<file path="config.mk">
export PLATFORM = sky130hd
export DESIGN_NAME = rtic_top
export DESIGN_NICKNAME = d
export VERILOG_FILES = /design/src/rtic_pkg.sv /design/src/rtic_top.sv /design/src/rtic_reload_timer.sv /design/src/rtic_noise_canceller.sv
export SDC_FILE = /design/constraint.sdc
export NUM_CORES = 1
export LEC_CHECK = 0
export ABC_AREA = 1
export BUFFER_PORTS_ARGS = -buffer_cell sky130_fd_sc_hd__buf_2
export CAP_MARGIN = 10
export CORE_MARGIN = 5
export CORE_UTILIZATION = 49
export CTS_CLUSTER_SIZE = 28
export DETAILED_ROUTE_END_ITERATION = 8
export PLACE_DENSITY = 0.78
export SLEW_MARGIN = 20
export SYNTH_ARGS = -nofsm -noshare
export SYNTH_HDL_FRONTEND = slang
export SYNTH_HIERARCHICAL = 1
export SYNTH_SLANG_ARGS = --single-unit
</file>
<file path="constraint.sdc">
create_clock -name ref_clk_in -period 4.9 [get_ports ref_clk_in]
set_input_delay 0.245 -clock ref_clk_in [delete_from_list [all_inputs] [get_ports ref_clk_in]]
set_output_delay 0.245 -clock ref_clk_in [all_outputs]
set_load 0.03 [all_outputs]
</file>
<file path="src/rtic_pkg.sv">
package rtic_pkg;
   // ----------------------------------------
   // Register map, byte addresses
   // ----------------------------------------
   localparam logic [7:0] ADDR_CONTROL = 8'h00;
   localparam logic [7:0] ADDR_NOISE_CANCELLER_CONTROL    = 8'h04;
   localparam logic [7:0] ADDR_WIDTH   = 8'h08;
   localparam logic [7:0] ADDR_RELOAD0 = 8'h0c;
   localparam logic [7:0] ADDR_SETUP   = 8'h18;
   localparam int         NUM_PAIRS    = 3;

   // ----------------------------------------
   // Control register field positions
   // ----------------------------------------
   localparam int BIT_DFLAG  = 0;
   localparam int BIT_DCLR   = 1;
   localparam int BIT_AFLAG  = 2;
   localparam int BIT_ACLR   = 3;
   localparam int BIT_TFLAG  = 4;
   localparam int BIT_TCLR   = 5;
   localparam int BIT_TSTART = 6;
   localparam int BIT_TSTOP  = 7;
   localparam int PAIR_STEP  = 4;

   // ----------------------------------------
   // Noise canceller control field positions
   // ----------------------------------------
   localparam int BIT_DENABLE = 4;
   localparam int BIT_AENABLE = 5;
   localparam int BIT_DMASK   = 8;
   localparam int BIT_AMASK   = 9;
   localparam int BIT_TMASK0  = 12;
   localparam logic [15:0] NOISE_CANCELLER_CONTROL_WMASK = 16'h733f;

   // ----------------------------------------
   // Reset values and responses
   // ----------------------------------------
   localparam logic [15:0] RESET_NOISE_CANCELLER_CONTROL   = 16'h0000;
   localparam logic [7:0]  RESET_WIDTH  = 8'h01;
   localparam logic [15:0] RESET_RELOAD = 16'h0000;
   localparam logic [1:0]  RESP_OKAY    = 2'h0;
   localparam logic [1:0]  RESP_SLVERR  = 2'h2;

   // Per-pair setup: waveform mode and clock division
   typedef struct packed {
      logic [1:0] spare;
      logic [2:0] mode;
      logic [2:0] div;
   } rtic_setup_type;

   localparam rtic_setup_type RESET_SETUP = '{spare: 2'h0, mode: 3'h0, div: 3'h0};

   // Software commands to one reload timer
   typedef struct packed {
      logic stop;
      logic clear;
      logic start;
   } rtic_cmd_type;

   // Modes in which the pulse counter is free for timer use
   function automatic logic mode_frees_counter(input logic [2:0] mode);
      return (mode == 3'h0) || (mode == 3'h1) || (mode == 3'h2) ||
             (mode == 3'h4) || (mode == 3'h7);
   endfunction
endpackage

</file>
<file path="src/rtic_top.sv">
// How it works
// - Writing zero or the read-back value changes no flag or timer state.
// - Bit 0 digital shutdown flag, set by canceller event, read-only.
// - Writing 1 to bit 1 clears digital flag; reads 0.
// - Bit 2 analog shutdown flag, set by filtered pin event, read-only.
// - Writing 1 to bit 3 clears analog flag; reads 0.
// - Bit 4 pair 0 timer event flag, set on expiry, read-only.
// - Writing 1 to bit 5 clears pair 0 event; counting continues.
// - Writing 1 to bit 6 starts pair 0 timer; reads running state.
// - Writing 1 to bit 7 stops pair 0 timer and clears its event.
// - Pairs 1 and 2 repeat these controls in bits 11:8 and 15:12.
// - A timer may start only while its waveform mode frees the counter.
// - Interval equals reload value times division ratio times clock period.
// - Start loads reload value; at count 1 raise event, reload, continue.
// - New reload value takes effect only at the next reload.
// - Stop beats start and expiry, expiry beats clear, when they coincide.
// - Each timer line has its own mask; flag still sets when masked.
// - Shutdown line asserts for any unmasked shutdown flag set.
// - Digital flag sets only for low pulses at least the configured width.
// - Timer mask 1 disables its line, 0 enables it.
//
// Design decisions made here: the address map and the AXI4-Lite interface to the registers.
`timescale 1ns/1ps
`default_nettype none
module rtic_top
   import rtic_pkg::*;
(
   // Clock and reset
   input  wire logic        ref_clk_in,
   input  wire logic        rst_in,
   // AXI4-Lite write address
   input  wire logic [7:0]  s_axi_awaddr_in,
   input  wire logic        s_axi_awvalid_in,
   output logic             s_axi_awready_out,
   // AXI4-Lite write data
   input  wire logic [31:0] s_axi_wdata_in,
   input  wire logic [3:0]  s_axi_wstrb_in,
   input  wire logic        s_axi_wvalid_in,
   output logic             s_axi_wready_out,
   // AXI4-Lite write response
   output logic [1:0]       s_axi_bresp_out,
   output logic             s_axi_bvalid_out,
   input  wire logic        s_axi_bready_in,
   // AXI4-Lite read address
   input  wire logic [7:0]  s_axi_araddr_in,
   input  wire logic        s_axi_arvalid_in,
   output logic             s_axi_arready_out,
   // AXI4-Lite read data
   output logic [31:0]      s_axi_rdata_out,
   output logic [1:0]       s_axi_rresp_out,
   output logic             s_axi_rvalid_out,
   input  wire logic        s_axi_rready_in,
   // Shutdown inputs, both asynchronous
   input  wire logic        emergency_shutdown_pin_n_in,
   input  wire logic        analog_filter_detect_in,
   // Interrupt lines
   output logic             shutdown_interrupt_out,
   output logic [2:0]       timer_interrupt_out
);
   // ----------------------------------------
   // State
   // ----------------------------------------
   logic                 aw_held;
   logic [7:0]           aw_addr;
   logic                 w_held;
   logic [31:0]          w_data;
   logic [3:0]           w_strb;
   logic [15:0]          noise_canceller_control;
   logic [7:0]           width;
   logic [15:0]          reload [NUM_PAIRS];
   rtic_setup_type       setup [NUM_PAIRS];
   logic                 dflag;
   logic                 aflag;
   logic [2:0]           tflag;
   logic                 an_sync1;
   logic                 an_sync2;
   logic                 an_prev;

   logic                 next_aw_held;
   logic [7:0]           next_aw_addr;
   logic                 next_w_held;
   logic [31:0]          next_w_data;
   logic [3:0]           next_w_strb;
   logic                 next_awready;
   logic                 next_wready;
   logic                 next_bvalid;
   logic [1:0]           next_bresp;
   logic                 next_arready;
   logic                 next_rvalid;
   logic [31:0]          next_rdata;
   logic [1:0]           next_rresp;
   logic [15:0]          next_noise_canceller_control;
   logic [7:0]           next_width;
   logic [15:0]          next_reload [NUM_PAIRS];
   rtic_setup_type       next_setup [NUM_PAIRS];
   logic                 next_dflag;
   logic                 next_aflag;
   logic [2:0]           next_tflag;
   logic                 next_shutdown_irq;
   logic [2:0]           next_timer_irq;

   logic                 do_wr;
   logic [31:0]          wd;
   logic                 ctl_wr;
   rtic_cmd_type         cmd [NUM_PAIRS];
   logic [2:0]           running;
   logic [2:0]           expire;
   logic                 digital_event;
   logic                 analog_event;

   // Byte-lane merge of a write into a stored word
   function automatic logic [31:0] merge(input logic [31:0] old, input logic [31:0] val,
                                         input logic [3:0] strb);
      logic [31:0] m;
      m = {{8{strb[3]}}, {8{strb[2]}}, {8{strb[1]}}, {8{strb[0]}}};
      return (old & ~m) | (val & m);
   endfunction

   function automatic logic mapped(input logic [7:0] a);
      return (a == ADDR_CONTROL) || (a == ADDR_NOISE_CANCELLER_CONTROL) || (a == ADDR_WIDTH) ||
             (a == ADDR_SETUP) || ((a >= ADDR_RELOAD0) && (a < ADDR_SETUP) && (a[1:0] == 2'h0));
   endfunction

   // ----------------------------------------
   // Sub-blocks
   // ----------------------------------------
   rtic_noise_canceller u_canceller (
      .ref_clk_in        (ref_clk_in),
      .rst_in            (rst_in),
      .shutdown_pin_n_in (emergency_shutdown_pin_n_in),
      .enable_in         (noise_canceller_control[BIT_DENABLE]),
      .width_in          (width),
      .detect_out        (digital_event)
   );

   for (genvar p = 0; p < NUM_PAIRS; p++) begin : g_timer
      rtic_reload_timer u_timer (
         .ref_clk_in      (ref_clk_in),
         .rst_in          (rst_in),
         .start_in        (cmd[p].start),
         .stop_in         (cmd[p].stop),
         .reload_value_in (reload[p]),
         .div_in          (setup[p].div),
         .running_out     (running[p]),
         .expire_out      (expire[p])
      );
   end

   // Analog path edge, after two-stage synchroniser
   assign analog_event = an_sync2 && !an_prev && noise_canceller_control[BIT_AENABLE];

   // ----------------------------------------
   // Write decode and command strobes
   // ----------------------------------------
   always_comb begin
      do_wr  = aw_held && w_held && !s_axi_bvalid_out;
      wd     = merge(32'h0000_0000, w_data, w_strb);
      ctl_wr = do_wr && (aw_addr == ADDR_CONTROL);
      for (int p = 0; p < NUM_PAIRS; p++) begin
         // Only ones act; zeros and read-back bits are harmless
         cmd[p].stop  = ctl_wr && wd[BIT_TSTOP + PAIR_STEP * p];
         cmd[p].clear = ctl_wr && wd[BIT_TCLR + PAIR_STEP * p];
         cmd[p].start = ctl_wr && wd[BIT_TSTART + PAIR_STEP * p] &&
                        mode_frees_counter(setup[p].mode);
      end
   end

   // ----------------------------------------
   // Bus channels and register storage
   // ----------------------------------------
   always_comb begin
      next_aw_held = aw_held;
      next_aw_addr = aw_addr;
      next_w_held  = w_held;
      next_w_data  = w_data;
      next_w_strb  = w_strb;
      next_bvalid  = s_axi_bvalid_out;
      next_bresp   = s_axi_bresp_out;
      next_rvalid  = s_axi_rvalid_out;
      next_rdata   = s_axi_rdata_out;
      next_rresp   = s_axi_rresp_out;
      next_noise_canceller_control    = noise_canceller_control;
      next_width   = width;
      next_reload  = reload;
      next_setup   = setup;
      if (s_axi_awvalid_in && s_axi_awready_out) begin
         next_aw_held = 1'b1;
         next_aw_addr = s_axi_awaddr_in;
      end
      if (s_axi_wvalid_in && s_axi_wready_out) begin
         next_w_held = 1'b1;
         next_w_data = s_axi_wdata_in;
         next_w_strb = s_axi_wstrb_in;
      end
      if (s_axi_bvalid_out && s_axi_bready_in) begin
         next_bvalid = 1'b0;
      end
      if (do_wr) begin
         next_aw_held = 1'b0;
         next_w_held  = 1'b0;
         next_bvalid  = 1'b1;
         next_bresp   = mapped(aw_addr) ? RESP_OKAY : RESP_SLVERR;
         if (aw_addr == ADDR_NOISE_CANCELLER_CONTROL) begin
            next_noise_canceller_control = 16'(merge({16'h0000, noise_canceller_control}, w_data, w_strb)) & NOISE_CANCELLER_CONTROL_WMASK;
         end
         if (aw_addr == ADDR_WIDTH) begin
            next_width = 8'(merge({24'h000000, width}, w_data, w_strb));
         end
         if (aw_addr == ADDR_SETUP) begin
            for (int p = 0; p < NUM_PAIRS; p++) begin
               next_setup[p] = 8'(merge({24'h000000, setup[p]}, w_data >> (8 * p),
                                        4'(w_strb >> p)));
            end
         end
         for (int p = 0; p < NUM_PAIRS; p++) begin
            if (aw_addr == ADDR_RELOAD0 + 8'(4 * p)) begin
               next_reload[p] = 16'(merge({16'h0000, reload[p]}, w_data, w_strb));
            end
         end
      end
      if (s_axi_rvalid_out && s_axi_rready_in) begin
         next_rvalid = 1'b0;
      end
      if (s_axi_arvalid_in && s_axi_arready_out) begin
         next_rvalid = 1'b1;
         next_rresp  = mapped(s_axi_araddr_in) ? RESP_OKAY : RESP_SLVERR;
         next_rdata  = 32'h0000_0000;
         case (s_axi_araddr_in)
            ADDR_CONTROL: begin
               next_rdata[BIT_DFLAG] = dflag;
               next_rdata[BIT_AFLAG] = aflag;
               for (int p = 0; p < NUM_PAIRS; p++) begin
                  next_rdata[BIT_TFLAG + PAIR_STEP * p]  = tflag[p];
                  next_rdata[BIT_TSTART + PAIR_STEP * p] = running[p];
               end
            end
            ADDR_NOISE_CANCELLER_CONTROL:  next_rdata = {16'h0000, noise_canceller_control};
            ADDR_WIDTH: next_rdata = {24'h000000, width};
            ADDR_SETUP: next_rdata = {8'h00, setup[2], setup[1], setup[0]};
            default: begin
               for (int p = 0; p < NUM_PAIRS; p++) begin
                  if (s_axi_araddr_in == ADDR_RELOAD0 + 8'(4 * p)) begin
                     next_rdata = {16'h0000, reload[p]};
                  end
               end
            end
         endcase
      end
      next_awready = !next_aw_held && !next_bvalid;
      next_wready  = !next_w_held && !next_bvalid;
      next_arready = !next_rvalid;
   end

   // ----------------------------------------
   // Flags and interrupt lines
   // ----------------------------------------
   always_comb begin
      // Event set wins over a clear in the same cycle
      next_dflag = digital_event ||
                   (dflag && !(ctl_wr && wd[BIT_DCLR]));
      next_aflag = analog_event ||
                   (aflag && !(ctl_wr && wd[BIT_ACLR]));
      for (int p = 0; p < NUM_PAIRS; p++) begin
         // Stop outranks everything, the late expiry included
         next_tflag[p] = !cmd[p].stop &&
                         (expire[p] || (tflag[p] && !cmd[p].clear));
         next_timer_irq[p] = next_tflag[p] && !next_noise_canceller_control[BIT_TMASK0 + p];
      end
      next_shutdown_irq = (next_dflag && !next_noise_canceller_control[BIT_DMASK]) ||
                          (next_aflag && !next_noise_canceller_control[BIT_AMASK]);
   end

   always_ff @(posedge ref_clk_in) begin
      if (rst_in) begin
         aw_held                <= 1'b0;
         aw_addr                <= 8'h00;
         w_held                 <= 1'b0;
         w_data                 <= 32'h0000_0000;
         w_strb                 <= 4'h0;
         s_axi_awready_out      <= 1'b0;
         s_axi_wready_out       <= 1'b0;
         s_axi_bvalid_out       <= 1'b0;
         s_axi_bresp_out        <= RESP_OKAY;
         s_axi_arready_out      <= 1'b0;
         s_axi_rvalid_out       <= 1'b0;
         s_axi_rdata_out        <= 32'h0000_0000;
         s_axi_rresp_out        <= RESP_OKAY;
         noise_canceller_control                   <= RESET_NOISE_CANCELLER_CONTROL;
         width                  <= RESET_WIDTH;
         reload                 <= '{default: RESET_RELOAD};
         setup                  <= '{default: RESET_SETUP};
         dflag                  <= 1'b0;
         aflag                  <= 1'b0;
         tflag                  <= 3'h0;
         an_sync1               <= 1'b0;
         an_sync2               <= 1'b0;
         an_prev                <= 1'b0;
         shutdown_interrupt_out <= 1'b0;
         timer_interrupt_out    <= 3'h0;
      end else begin
         aw_held                <= next_aw_held;
         aw_addr                <= next_aw_addr;
         w_held                 <= next_w_held;
         w_data                 <= next_w_data;
         w_strb                 <= next_w_strb;
         s_axi_awready_out      <= next_awready;
         s_axi_wready_out       <= next_wready;
         s_axi_bvalid_out       <= next_bvalid;
         s_axi_bresp_out        <= next_bresp;
         s_axi_arready_out      <= next_arready;
         s_axi_rvalid_out       <= next_rvalid;
         s_axi_rdata_out        <= next_rdata;
         s_axi_rresp_out        <= next_rresp;
         noise_canceller_control                   <= next_noise_canceller_control;
         width                  <= next_width;
         reload                 <= next_reload;
         setup                  <= next_setup;
         dflag                  <= next_dflag;
         aflag                  <= next_aflag;
         tflag                  <= next_tflag;
         an_sync1               <= analog_filter_detect_in;
         an_sync2               <= an_sync1;
         an_prev                <= an_sync2;
         shutdown_interrupt_out <= next_shutdown_irq;
         timer_interrupt_out    <= next_timer_irq;
      end
   end
endmodule // rtic_top
`default_nettype wire

</file>
<file path="src/rtic_reload_timer.sv">
`timescale 1ns/1ps
`default_nettype none
module rtic_reload_timer
   import rtic_pkg::*;
(
   // Clock and reset
   input  wire logic        ref_clk_in,
   input  wire logic        rst_in,
   // Control
   input  wire logic        start_in,
   input  wire logic        stop_in,
   input  wire logic [15:0] reload_value_in,
   input  wire logic [2:0]  div_in,
   // Status
   output logic             running_out,
   output logic             expire_out
);
   logic [15:0] count;
   logic [7:0]  presc;
   logic [15:0] next_count;
   logic [7:0]  next_presc;
   logic        next_running;
   logic        next_expire;
   logic [7:0]  ratio_m1;

   always_comb begin
      ratio_m1     = (8'h01 << div_in) - 8'h01;
      next_count   = count;
      next_presc   = presc;
      next_running = running_out;
      next_expire  = 1'b0;
      if (stop_in) begin
         next_running = 1'b0;
         next_presc   = 8'h00;
      end else if (start_in && !running_out) begin
         next_running = 1'b1;
         next_count   = reload_value_in;
         next_presc   = 8'h00;
      end else if (running_out) begin
         if (presc == ratio_m1) begin
            next_presc = 8'h00;
            if (count <= 16'h0001) begin
               next_expire = 1'b1;
               next_count  = reload_value_in;
            end else begin
               next_count = count - 16'h0001;
            end
         end else begin
            next_presc = presc + 8'h01;
         end
      end
   end

   always_ff @(posedge ref_clk_in) begin
      if (rst_in) begin
         count       <= 16'h0000;
         presc       <= 8'h00;
         running_out <= 1'b0;
         expire_out  <= 1'b0;
      end else begin
         count       <= next_count;
         presc       <= next_presc;
         running_out <= next_running;
         expire_out  <= next_expire;
      end
   end
endmodule // rtic_reload_timer
`default_nettype wire

</file>
<file path="src/rtic_noise_canceller.sv">
`timescale 1ns/1ps
`default_nettype none
module rtic_noise_canceller
   import rtic_pkg::*;
(
   // Clock and reset
   input  wire logic       ref_clk_in,
   input  wire logic       rst_in,
   // Pin and settings
   input  wire logic       shutdown_pin_n_in,
   input  wire logic       enable_in,
   input  wire logic [7:0] width_in,
   // Result
   output logic            detect_out
);
   logic       sync1;
   logic       sync2;
   logic [7:0] low_cnt;
   logic [7:0] next_low_cnt;
   logic       next_detect;
   logic [7:0] need;

   always_comb begin
      need         = (width_in == 8'h00) ? 8'h01 : width_in;
      next_low_cnt = 8'h00;
      next_detect  = 1'b0;
      if (enable_in && !sync2) begin
         next_low_cnt = (low_cnt == 8'hff) ? low_cnt : low_cnt + 8'h01;
         next_detect  = (low_cnt + 8'h01 == need);
      end
   end

   always_ff @(posedge ref_clk_in) begin
      if (rst_in) begin
         sync1      <= 1'b1;
         sync2      <= 1'b1;
         low_cnt    <= 8'h00;
         detect_out <= 1'b0;
      end else begin
         sync1      <= shutdown_pin_n_in;
         sync2      <= sync1;
         low_cnt    <= next_low_cnt;
         detect_out <= next_detect;
      end
   end
endmodule // rtic_noise_canceller
`default_nettype wire

</file>
Word-level counts from Yosys, hierarchy flattened:

Index checks and enable logic that the tools add are counted.

* register bits: 270
* input bits: 61
* output and inout bits: 45
* logic and storage cells: 316

* $add $sub $neg: 10
* magnitude comparators: 7
* eq/ne operators: 29
* shift-type cells: 3
* mux-type cells: 50
* bitwise gates (word level): 32
* reductions and logical operators: 133

Operators with widths (number)
* $mux W16: 13
* $and A16 B16 Y16: 4
* $mux W32: 2
* $and A8 B8 Y8: 6
* $eq A8 B5 Y1 const B: 6
* $le A16 B1 Y1 const B: 3
* $or A16 B16 Y16: 3
* $sub A16 B1 Y16 const B: 3
* $logic_and A1 B1 Y1: 47
* $pmux W1 S4: 10
* $pmux W17 S2: 1
* $add A8 B1 Y8 const B: 4
* $eq A8 B4 Y1 const B: 4
* $eq A8 B8 Y1: 4
* $mux W8: 4
* $or A8 B8 Y8: 4
* $mux W15: 2
* $logic_or A1 B1 Y1: 26
* $logic_not A8 Y1: 3
* $shl A1 B3 Y8 const A: 3
* $sub A8 B1 Y8 const B: 3
* $logic_not A1 Y1: 23
* $eq A3 B3 Y1 const B: 6
* $eq A8 B3 Y1 const B: 2
* other kinds (22): 78

Longest topological paths before layout:

* depth in word-level cells: 9
* depth in mapped cells: 18
* mapped depth without buffers: 17

Hierarchy:

The synthesis kept the hierarchy.

Modules (own cells, without submodules)
* rtic_top: times used 1, cells each 995, area each 7233.2 µm², sequential area each 3423.3 µm²
* rtic_reload_timer: times used 3, cells each 321, area each 1859.3 µm², sequential area each 520.5 µm²
* rtic_noise_canceller: times used 1, cells each 108, area each 701.9 µm², sequential area each 220.2 µm²

Worst setup path after synthesis:

Ideal clock, no wire load.

* kind: register to register
* start: reg s_axi_bvalid_out
* end: reg g_timer[1].u_timer.count[10]
* library setup time: 113 ps
* arrival time: 2114 ps
* data required time: 4787 ps
* slack: 2674 ps
* cell stages (with the launch flop): 18
* buffers on the path: 1
* clock period less this slack: 2226 ps
* path through: dfxtp_1 inv_1 nand3_2 nor2_4 nand3_2 inv_2 nand2_1 nor4_1 inv_1 nor2_1 inv_1 nand2_1 buf_4 inv_2 o21ai_0 nand2_1 nor2_1 nor2_1

RTL lines
* start: declaration: line rtic_top.sv:42 `output logic s_axi_bvalid_out,`
* start signal: assignment: line rtic_top.sv:308 `s_axi_bvalid_out <= next_bvalid;`
* end signal: assignment: line rtic_reload_timer.sv:61 `count <= next_count;`
* end: declaration: line rtic_reload_timer.sv:18 `logic [15:0] count;`

==> results.md <==
* Run status: completed
* Crit path max fanout at 20
* Synth top cells by count: nand2_1 (489), nor2_1 (346), dfxtp_1 (260)
* Peak supply drop at ~0.26 mV
* Clock root cell: clkbuf_16
* Synthesized area per cell at approximately 6.5 sq um
* CP max stage cell: dfxtp_1
* Gate Count Post-Synth at slightly above 2,000
* Core Area at 0.0270 sq mm
* Setup tns final at 0 ns
* I/O Buffers at 86
* Layout area overhead at 12.7%
* Final instance area at ~0.015 sq mm
* Synth area leader: dfxtp_1
* Most common cell in the netlist: nand2_1
* Share of post-route cells with drive strength above 1 at between 10% and 20%
* Gpl congestion at 0.915
* Overall power at about 4.6 mW
* Distinct cell type count after synthesis at 40
* Vias/cell at 5.34
* TritonCTS clock tree: yes
* GRT overflow at 0
* Total CTS buffers at 28
* Max Clk Rate at about 320 MHz
* Slew headroom at 25.4%
* Synth top area share at between 30% and 40%
* Crit path cell chain: inv_1 -> nor2_2 -> nand2_1 -> nor4_1 -> inv_1 -> nor2_1 -> inv_1 -> nand2_1 -> inv_2 -> nand2_1 -> o21ai_0 -> nor2_1 -> nor2_1
* Slew Viols, Final at 0
* Largest net degree at the start of global routing at 90
* Placed instance count at 2,433
* Register area share after synthesis at 38.5%
* Initial Util at approximately half
* Number of global-route vias before repair at 12,500
* Diode count at 0
* # H-tree levels at 1
* Placement Setup Slack at ~1.8 ns
* Initial drt markers at roughly 1,200
* Synth Cell Area at 0.0135 sq mm
* Total GRT Usage at 23.1%
* WS Path Type: flop to flop
* Slew of the pin with the lowest slew margin at between 1 and 1.5 ns
* Synthesis-stage register bit count at between 200 and 300
* CTS sink count at between 200 and 300
* DRC viols at 0
* Final-report hold violation count at 0
* Worst min-delay path class: input pin to flop
* ANT nets after route at 0
* Final WS setup at about 1.7 ns
* Clk_lat worst skew at about 0.54 ns
* Routed via count at 13,400
* Final hold slack at ~0.0063 ns
* Clock skew at 0.0102 ns
* Die Y at 176 um
* Synth top area cells: dfxtp_1 (39%), nand2_1 (14%), nor2_1 (9.6%)
* Worst-path clk slew at roughly 0.060 ns
* DR pass1 iterations at 8
* Global-route wire length before repair at about 61 mm
* CTS resizes at 0
* Crit. End Element: flop
* Routed length per placed instance at between 10 and 15 um
* Final cell count without fillers at around 2,500
* Final wirelength at ~37 mm
* Final Util at a little under three fifths
* Total Die Area at ~0.031 sq mm
* Pleak at about 7 nW
* Endpoints failing setup at 0
* Placed Instance Area at around 0.014 sq mm
* RSZ-0062 raised after global routing: false
* Number of synthesized flops with an enable pin at 0
* Detail Placement HPWL at about 26 mm
* Post-synth ARST share at 0%
* Final period utilization at roughly 64%
* Worst path max stage delay at roughly 0.63 ns
* Final worst path period need at 3.15 ns
* I/O Pins at 106
* Filler Cells Inserted at between 2,000 and 3,000
* Layout Nets at approximately 2,200
* Crit path DAT at around 3.6 ns
* Chip width at 176 um
* Antenna violations before repair at 0
* Number of max-cap violations at 0
* Max clock buf depth at 3
* Ys Warns at 6
* Power per cell area at 301 mW/mm^2
* CP required at ~5.3 ns
* FP Rows at 60
* Prevailing post-synth register cell: dfxtp_1
* CP Launch Type: flop
## path summary, 6_finish.rpt
| kind | start | endpoint | slack [ns] | depth (start not counted) |
|---|---|---|---|---|
| min | s_axi_wdata_in[0] | w_data[0]$_SDFFE_PP0P_ | 0.006 | 3 |
| max reg2reg | w_strb[1]$_SDFFE_PP0P_ | g_timer[1].u_timer/count[15]$_SDFFE_PP0P_ | 1.75 | 13 |
| min reg2reg | an_sync2$_SDFF_PP0_ | an_prev$_SDFF_PP0_ | 0.42 | 2 |
| max | w_strb[1]$_SDFFE_PP0P_ | g_timer[1].u_timer/count[15]$_SDFFE_PP0P_ | 1.75 | 13 |
## worst max-delay path, delay by kind of cell, from the launching register on
family,cells,cell delay [ns]
and+or+nand+nor,8,1.71
DFF,1,0.63
buffers and inverters,4,0.61
AOI/OAI and AO/OA,1,0.09
## repair_timing
action / in CTS / in global routing
hold endpoints to repair: 26 / 0
setup buffers: 0 / 0
hold buffers: 26 / 0
## cells in the final DEF, fill, tap and decap left out, drive strengths merged
master and n:
a211oi 5, a21oi 148, a31oi 2, and2 1, buf 90, bufinv 1
clkbuf 44, clkinv 11, clkinvlp 2, conb 10, dfxtp 260, dlygate4sd3 26
ha 10, inv 230, nand2 513, nand3 167, nand3b 20, nand4 7
nor2 367, nor3 25, nor3b 6, nor4 1, o211ai 5, o21ai 177
or2 2, xnor2 7, xnor3 1, xor2 32
## report_power, final
group / switching [mW] / internal, mW / leakage (nW)
registers: 0.0441 / 2.15 / 2.10
logic: 0.187 / 0.0845 / 4.44
clock network: 0.853 / 1.27 / 0.463
total: 1.08 / 3.50 / 7.01
## final cells by class
cell class                      count  area (sq um)  area share [%]
Multi-Input combinational cell   1506          7040            46.3
Sequential cell                   260          5200            34.2
Inverter                          236           887            5.83
Clock buffer                       44           872            5.73
Timing Repair Buffer              116           721            4.73
Tap cell                          341           427            2.80
Clock inverter                      8          70.1           0.460
## logic make-up (layout without fill, tap and decap cells)
logic type	after synthesis	in the layout	synth area share, %
AND/OR/NAND/NOR	1109	1109	35.4
AO/OA/AOI/OAI	337	337	12.8
buffers and inverters	309	404	9.60
flip-flops	260	260	38.5
XOR/XNOR	40	40	2.69
adder cells (fa/ha/maj)	10	10	0.926
other	1	10	0.0278
## routing by layer
metal	vias up	routed length, um	track usage [%]
met5	-	0	0
met4	0	1300	8.25
met3	96	2840	4.05
met2	498	16500	38.1
met1	6081	15900	30.4
li1	6727	-	-
Power figures use the tool's default switching activity.
